[src/rtl/copro_port_pkg.sv]
`default_nettype none
package copro_port_pkg;
  // ----------------------------------------
  // Port addresses in I/O space
  // ----------------------------------------
  localparam logic [31:0] OPCODE_PORT_ADDR = 32'h800000F8;
  localparam logic [31:0] OPERAND_PORT_ADDR = 32'h800000FC;
  // Top of the programmed-I/O range
  localparam logic [31:0] PIO_LIMIT = 32'h0000FFFF;
  // Address bit that picks opcode or operand port
  localparam int unsigned SELECT_BIT = 2;
  // Edges after reset until the pin synchronisers hold real pin levels
  localparam logic [2:0] SYNC_FILL = 3'h4;
  // ----------------------------------------
  // Opcodes and vectors
  // ----------------------------------------
  localparam logic [7:0] WAIT_OPCODE = 8'h9B;
  localparam logic [7:0] FAULT_VECTOR = 8'h10;
  // Bus cycle types
  localparam logic [1:0] CYC_NONE = 2'h0;
  localparam logic [1:0] CYC_OPCODE = 2'h1;
  localparam logic [1:0] CYC_OPERAND = 2'h2;
endpackage : copro_port_pkg
`default_nettype wire

[src/rtl/numeric_coprocessor_port.sv]
// Behaviour
// - Sample busy and error before command, no preamble
// - Wait opcode stalls while busy asserted
// - Enabled interrupts end the wait stall
// - Error at busy negation raises fault 16
// - Auto cycles: opcode F8h port, operand FCh port
// - Ports lie above programmed-I/O range
// - Sample error once after reset, picks protocol
`default_nettype none
module numeric_coprocessor_port (
  // Clock and reset
  input wire logic i_mclk,
  input wire logic i_sys_rst,
  // Coprocessor status pins, active low busy/error
  input wire logic i_busy_n,
  input wire logic i_error_n,
  input wire logic i_operand_transfer_request,
  // Execution unit side
  input wire logic i_esc_start,
  input wire logic [31:0] i_esc_opcode,
  input wire logic i_wait_start,
  input wire logic i_nmi,
  input wire logic i_maskable_irq,
  input wire logic i_irq_enable,
  input wire logic [31:0] i_operand_data,
  // Bus unit handshake
  input wire logic i_bus_ready,
  // Bus cycle request
  output logic o_io_req,
  output logic [31:0] o_io_addr,
  output logic [31:0] o_io_wdata,
  output logic [1:0] o_io_kind,
  // Execution status
  output logic o_stall,
  output logic o_done,
  output logic o_fault,
  output logic [7:0] o_fault_vector,
  output logic o_irq_break,
  output logic o_proto32
);
  import copro_port_pkg::*;

  // ----------------------------------------
  // Pin synchronisers
  // ----------------------------------------
  // Three stages per pin; stage 1 only feeds stage 2
  logic [2:0] busy_s1_reg, busy_s1_next;
  logic [2:0] busy_s2_reg, busy_s2_next;
  logic [2:0] busy_s3_reg, busy_s3_next;
  logic [2:0] flt_reg, flt_next;
  logic [2:0] pins;

  assign pins = {i_operand_transfer_request, ~i_error_n, ~i_busy_n};

  // Next values of the synchroniser chain
  always_comb begin
    busy_s1_next = pins;
    busy_s2_next = busy_s1_reg;
    busy_s3_next = busy_s2_reg;
    flt_next = flt_reg;
    // Accept change when stages 2 and 3 agree
    for (int k = 0; k < 3; k++) begin
      if (busy_s2_reg[k] == busy_s3_reg[k]) begin
        flt_next[k] = busy_s2_reg[k];
      end
    end
  end

  // Synchroniser registers
  always_ff @(posedge i_mclk) begin
    if (i_sys_rst) begin
      busy_s1_reg <= 3'h0;
      busy_s2_reg <= 3'h0;
      busy_s3_reg <= 3'h0;
      flt_reg <= 3'h0;
    end else begin
      busy_s1_reg <= busy_s1_next;
      busy_s2_reg <= busy_s2_next;
      busy_s3_reg <= busy_s3_next;
      flt_reg <= flt_next;
    end
  end

  logic busy;   // Busy asserted
  logic error;  // Error asserted
  logic preq;   // Operand request
  assign busy = flt_reg[0];
  assign error = flt_reg[1];
  assign preq = flt_reg[2];

  // ----------------------------------------
  // Control state machine
  // ----------------------------------------
  typedef enum logic [2:0] {
    ST_INIT, ST_IDLE, ST_CMD_WAIT, ST_CMD_BUS, ST_WAIT_OP, ST_OPND_BUS
  } state_e;

  state_e state_reg, state_next;
  logic proto_reg, proto_next;        // 32-bit protocol chosen
  logic sampled_reg, sampled_next;    // Strap sample taken
  logic [2:0] fill_reg, fill_next;    // Synchroniser fill count
  logic [7:0] fvec_reg, fvec_next;    // Registered fault vector
  logic req_reg, req_next;
  logic [31:0] addr_reg, addr_next;
  logic [31:0] wdata_reg, wdata_next;
  logic [1:0] kind_reg, kind_next;
  logic [31:0] opc_reg, opc_next;     // Pending command opcode
  logic stall_reg, stall_next;
  logic done_reg, done_next;
  logic fault_reg, fault_next;
  logic brk_reg, brk_next;
  logic irq_take;

  assign irq_take = i_nmi | (i_maskable_irq & i_irq_enable);

  // Next-state logic
  always_comb begin
    state_next = state_reg;
    proto_next = proto_reg;
    sampled_next = sampled_reg;
    fill_next = fill_reg;
    req_next = 1'b0;
    addr_next = addr_reg;
    wdata_next = wdata_reg;
    kind_next = CYC_NONE;
    opc_next = opc_reg;
    stall_next = 1'b0;
    done_next = 1'b0;
    fault_next = 1'b0;
    brk_next = 1'b0;
    case (state_reg)
      // Post-reset protocol sampling
      ST_INIT: begin
        if (fill_reg != SYNC_FILL) begin
          // Reset values of the chain are not pin levels yet
          fill_next = 3'(fill_reg + 3'h1);
        end else if (!sampled_reg && !busy) begin
          proto_next = error;
          sampled_next = 1'b1;
          state_next = ST_IDLE;
        end
      end
      // Waiting for work
      ST_IDLE: begin
        if (i_wait_start) begin
          stall_next = 1'b1;
          state_next = ST_WAIT_OP;
        end else if (i_esc_start) begin
          opc_next = i_esc_opcode;
          stall_next = 1'b1;
          state_next = ST_CMD_WAIT;
        end else if (preq) begin
          req_next = 1'b1;
          addr_next = OPERAND_PORT_ADDR;
          wdata_next = i_operand_data;
          kind_next = CYC_OPERAND;
          state_next = ST_OPND_BUS;
        end
      end
      // Coprocessor readiness check
      ST_CMD_WAIT: begin
        stall_next = 1'b1;
        if (!busy && !error) begin
          req_next = 1'b1;
          addr_next = OPCODE_PORT_ADDR;
          wdata_next = opc_reg;
          kind_next = CYC_OPCODE;
          state_next = ST_CMD_BUS;
        end else if (!busy && error) begin
          fault_next = 1'b1;
          stall_next = 1'b0;
          state_next = ST_IDLE;
        end
      end
      // Command cycle on the bus
      ST_CMD_BUS: begin
        stall_next = 1'b1;
        req_next = 1'b1;
        kind_next = kind_reg;
        if (i_bus_ready) begin
          req_next = 1'b0;
          kind_next = CYC_NONE;
          stall_next = 1'b0;
          done_next = 1'b1;
          state_next = ST_IDLE;
        end
      end
      // Wait opcode stall
      ST_WAIT_OP: begin
        stall_next = 1'b1;
        if (irq_take) begin
          stall_next = 1'b0;
          brk_next = 1'b1;
          state_next = ST_IDLE;
        end else if (!busy) begin
          stall_next = 1'b0;
          state_next = ST_IDLE;
          if (error) begin
            fault_next = 1'b1;
          end else begin
            done_next = 1'b1;
          end
        end
      end
      // Operand transfer cycles
      ST_OPND_BUS: begin
        req_next = 1'b1;
        kind_next = kind_reg;
        if (i_bus_ready) begin
          wdata_next = i_operand_data;
          if (!preq) begin
            req_next = 1'b0;
            kind_next = CYC_NONE;
            state_next = ST_IDLE;
          end
        end
      end
      default: begin
        state_next = ST_INIT;
      end
    endcase
    // Vector travels with the fault pulse
    fvec_next = fault_next ? FAULT_VECTOR : 8'h00;
  end

  // State registers
  always_ff @(posedge i_mclk) begin
    if (i_sys_rst) begin
      state_reg <= ST_INIT;
      proto_reg <= 1'b0;
      sampled_reg <= 1'b0;
      fill_reg <= 3'h0;
      fvec_reg <= 8'h00;
      req_reg <= 1'b0;
      addr_reg <= 32'h00000000;
      wdata_reg <= 32'h00000000;
      kind_reg <= CYC_NONE;
      opc_reg <= 32'h00000000;
      stall_reg <= 1'b0;
      done_reg <= 1'b0;
      fault_reg <= 1'b0;
      brk_reg <= 1'b0;
    end else begin
      state_reg <= state_next;
      proto_reg <= proto_next;
      sampled_reg <= sampled_next;
      fill_reg <= fill_next;
      fvec_reg <= fvec_next;
      req_reg <= req_next;
      addr_reg <= addr_next;
      wdata_reg <= wdata_next;
      kind_reg <= kind_next;
      opc_reg <= opc_next;
      stall_reg <= stall_next;
      done_reg <= done_next;
      fault_reg <= fault_next;
      brk_reg <= brk_next;
    end
  end

  // ----------------------------------------
  // Outputs
  // ----------------------------------------
  // ports above programmed-I/O range
  // bit 2 of the address picks port
  assign o_io_req = req_reg;
  assign o_io_addr = addr_reg;
  assign o_io_wdata = wdata_reg;
  assign o_io_kind = kind_reg;
  assign o_stall = stall_reg;
  assign o_done = done_reg;
  assign o_fault = fault_reg;
  assign o_fault_vector = fvec_reg;
  assign o_irq_break = brk_reg;
  assign o_proto32 = proto_reg;
endmodule : numeric_coprocessor_port
`default_nettype wire

[config.mk]
export PLATFORM = sky130hd
export DESIGN_NAME = numeric_coprocessor_port
export DESIGN_NICKNAME = d
export VERILOG_FILES = /design/src/rtl/copro_port_pkg.sv /design/src/rtl/numeric_coprocessor_port.sv
export SDC_FILE = /design/constraint.sdc
export NUM_CORES = 1
export LEC_CHECK = 0
export BUFFER_PORTS_ARGS = -buffer_cell sky130_fd_sc_hd__buf_4
export CORE_MARGIN = 4
export CORE_UTILIZATION = 51
export CTS_BUF_LIST = sky130_fd_sc_hd__clkbuf_2 sky130_fd_sc_hd__clkbuf_4 sky130_fd_sc_hd__clkbuf_8
export DETAILED_ROUTE_END_ITERATION = 12
export GPL_TIMING_DRIVEN = 0
export PLACE_DENSITY_LB_ADDON = 0.25
export SYNTH_ARGS = -nofsm -noshare
export SYNTH_HDL_FRONTEND = slang
export SYNTH_SLANG_ARGS = --single-unit
[constraint.sdc]
create_clock -name i_mclk -period 2.66 [get_ports i_mclk]
set_clock_uncertainty 0.15 [all_clocks]
set_input_delay 0.399 -clock i_mclk [delete_from_list [all_inputs] [get_ports i_mclk]]
set_output_delay 0.399 -clock i_mclk [all_outputs]
set_load 0.02 [all_outputs]
==> metrics.md <==
| Metric | Value |
|---|---|
| Worst setup path end | `o_io_wdata[3]` |
| Area delta synth->final | `31.70%` |
| # rows | `32` |
| Post-Route WL | `9982 um` |
| Logic pwr share | `between 40% and 50%` |
| Htree depth | `3` |
| Die Wd | `98.70 um` |
| Drt pass-1 iters | `4` |
| Yosys reg bits | `93` |
| Commonest cells after routing, fill and taps aside | `buf_4, dfxtp_1, nand2_1` |
| Yosys top cell area share | `44.38%` |
| DP HPWL | `7680 um` |
| Final hold viol count | `0` |
| Status | `finished, final reports clean` |
| Starting density of the core | `53.46%` |
| Cell Int Power | `2848 uW` |
| RR Endpoint | `o_io_wdata[3]` |
| YS warnings | `0` |
| Sw Share | `37.32%` |
| Largest net degree at the start of global routing | `17` |
| Post-CTS setup buffer count | `0` |
| Rel. slew slack | `56.07%` |
| Total number of vias | `3476` |
| FFs w/ async S/R, synth | `0%` |
| Drt drc | `0` |
| Max capacitance violation total | `0` |
| Root buf cell | `clkbuf_8` |
| Slowest stage delay, CP | `0.38 ns` |
| TritonCTS buffer count | `9` |
| Final worst slack | `roughly 0.54 ns` |
| Final setup fails | `0` |
| Clk buf depth | `2` |
| Worst-path fanout max | `10` |
| Final min period | `2.125 ns` |
| Antenna Nets Post-Route | `0` |
| Fmax | `0.4707 GHz` |
| Leading cell type in the layout, fill and taps excluded | `buf_4` |
| Top cells by area, synth | `dfxtp_1, a211oi_2, mux2i_1, buf_4, nand2_1` |
| GP Congestion | `a little under 0.8` |
| Dpl ws | `0.5414 ns` |
| IO Port Bufs | `121` |
| Core Footprint | `7848 um2` |
| Clock power share | `19.0%` |
| Launching point of the worst reg2reg path | `state_reg[1]` |
| Reg2Reg Setup Slack | `0.54 ns` |
| Sequential share of the synthesized area | `about 44%` |
| DR WL/cell | `13.83 um` |
| Die Ht | `98.70 um` |
| Leakage power | `0.002553 uW` |
| Crit share post-route | `approximately four fifths` |
| CTS clk-pin slew, worst paths | `0.09 ns` |
| Post-synth EDFFs | `0` |
| Via/cell ratio | `4.814` |
| Share of layout cells above drive strength 1 | `36.61%` |
| Pins Over Slew Limit | `0` |
| Worst-margin pin slew | `0.6579 ns` |
| Hold_buf cts | `0` |
| CTS tree | `built` |
| Ys flop type | `dfxtp_1` |
| Clock network latency to the later pin of the worst-skew pair | `0.35 ns` |
| Worst R2R Path Depth | `8` |
| Die Area | `between 9000 and 10000 um2` |
| Seq pwr share | `38.6%` |
| Slowest cell on the critical path | `dfxtp_1` |
| Nets | `692` |
| RSZ-0062 raised after global routing | `no` |
| CP cell instances | `or3b_1, buf_4, nor3_4, o21a_1, buf_6, buf_8, nor2_1, a211oi_2` |
| Worst vdd ir | `between 0.4 and 0.5 mV` |
| Initial DRC Count | `95` |
| I/O pin count | `155` |
| Kind of critical path | `flip-flop to flip-flop` |
| Pwr per Cell Area | `822.4 nW/um2` |
| Vias in the first global route | `roughly 3400` |
| Tightest Hold Check Type | `primary input to flip-flop` |
| Worst Setup SP | `state_reg[1]` |
| Psw | `approximately 1700 uW` |
| CTS sink cnt | `93` |
| Post-synthesis area per instance | `9.282 um2` |
| CP Data Required Time | `2.78 ns` |
| Leading area contributor after synthesis | `dfxtp_1` |
| Startpoint Class | `flip-flop` |
| Arr. time, crit path | `2.24 ns` |
| GRT Overall Usage | `20.23%` |
| Initial antenna violation count | `0` |
| Antenna cells | `0` |
| Final TNS setup | `0 ns` |
| Synth cell types | `43` |
| Cts repair resizes | `0` |
| Cell Area, Synth | `4195 um2` |
| First-pass GRT wire length | `15930 um` |
| Total gr overflow | `0` |
| Critical Path End Type | `flip-flop` |
| Post-Syn Instances | `between 400 and 500` |
-- logic make-up after synthesis --
kind of cell               synth area share, %
AOI/OAI and AO/OA                        17.09
xor gates and xnor gates                0.4176
adders and majority gates               0.5964
buffers and inverters                    13.24
DFF                                      44.38
muxes                                    8.351
other                                  0.08939
and+or+nand+nor                          15.84
-- metrics by stage --
stage	total power, uW	cell area, um2	util [%]	hold WS [ns]	cells
after floorplan	3107	4312	-	0.2638	483
after global placement	3654	5348	68.14	0.2653	706
after detailed placement	3714	5348	68.14	0.2772	706
after CTS	4574	5525	70.41	0.01561	722
after global routing	4799	5525	70.41	0.01566	722
final	4544	5525	70.41	0.03462	722
-- synth_stat cells, drive strengths merged, types with 2 or more instances --
| master | instances |
|---|---|
| a211oi | 32 |
| a21oi | 46 |
| and3b | 2 |
| buf | 53 |
| clkbuf | 13 |
| dfxtp | 93 |
| ha | 2 |
| inv | 4 |
| mux2i | 35 |
| nand2 | 75 |
| nor2 | 49 |
| nor2b | 10 |
| nor3 | 7 |
| o21ai | 9 |
-- critical path: cells and delay by family, from the launching register on --
kind | cells | cell delay (ns)
flops | 1 | 0.38
buf+inv | 3 | 0.51
compound gates | 2 | 0.40
simple gates | 3 | 0.60
-- power by group through the flow --
stage	combinational, uW	clock (uW)	sequential, uW
finish	1920	865	1750
global route	2080	940	1780
CTS	1940	883	1760
detailed placement	1930	0	1790
global placement	1880	0	1770
floorplan	1150	0	1950
-- per-layer routing --
| metal | GRT usage [%] | share of wire (%) | vias up |
|---|---|---|---|
| met2 | 34.53 | 49 | 112 |
| met3 | 4.600 | 6.6 | 13 |
| met4 | 7.773 | 1.5 | 0 |
| met5 | 0 | 0 | - |
| li1 | - | - | 1783 |
| met1 | 24.82 | 43 | 1568 |
-- final cells by class --
type	count	area [um2]
Buffer	69	540.5
Fill cell	658	2322
Timing Repair Buffer	121	908.4
Clock inverter	6	46.29
Multi-Input combinational cell	317	1894
Sequential cell	93	1862
Tap cell	102	127.6
Clock buffer	10	131.4
Inverter	4	15.01
-- worst min-delay path by stage --
stage                               from        endpoint  slack (ns)  depth (start not counted)
after floorplan           busy_s1_reg[0]  busy_s2_reg[0]        0.26                          1
after global placement    busy_s1_reg[0]  busy_s2_reg[0]        0.27                          1
after detailed placement  busy_s1_reg[1]  busy_s2_reg[1]        0.28                          1
after CTS                       i_busy_n  busy_s1_reg[0]        0.02                          2
after global routing            i_busy_n  busy_s1_reg[0]        0.02                          2
final                           i_busy_n  busy_s1_reg[0]        0.03                          2
No activity file was read; power rests on OpenSTA's default activity.
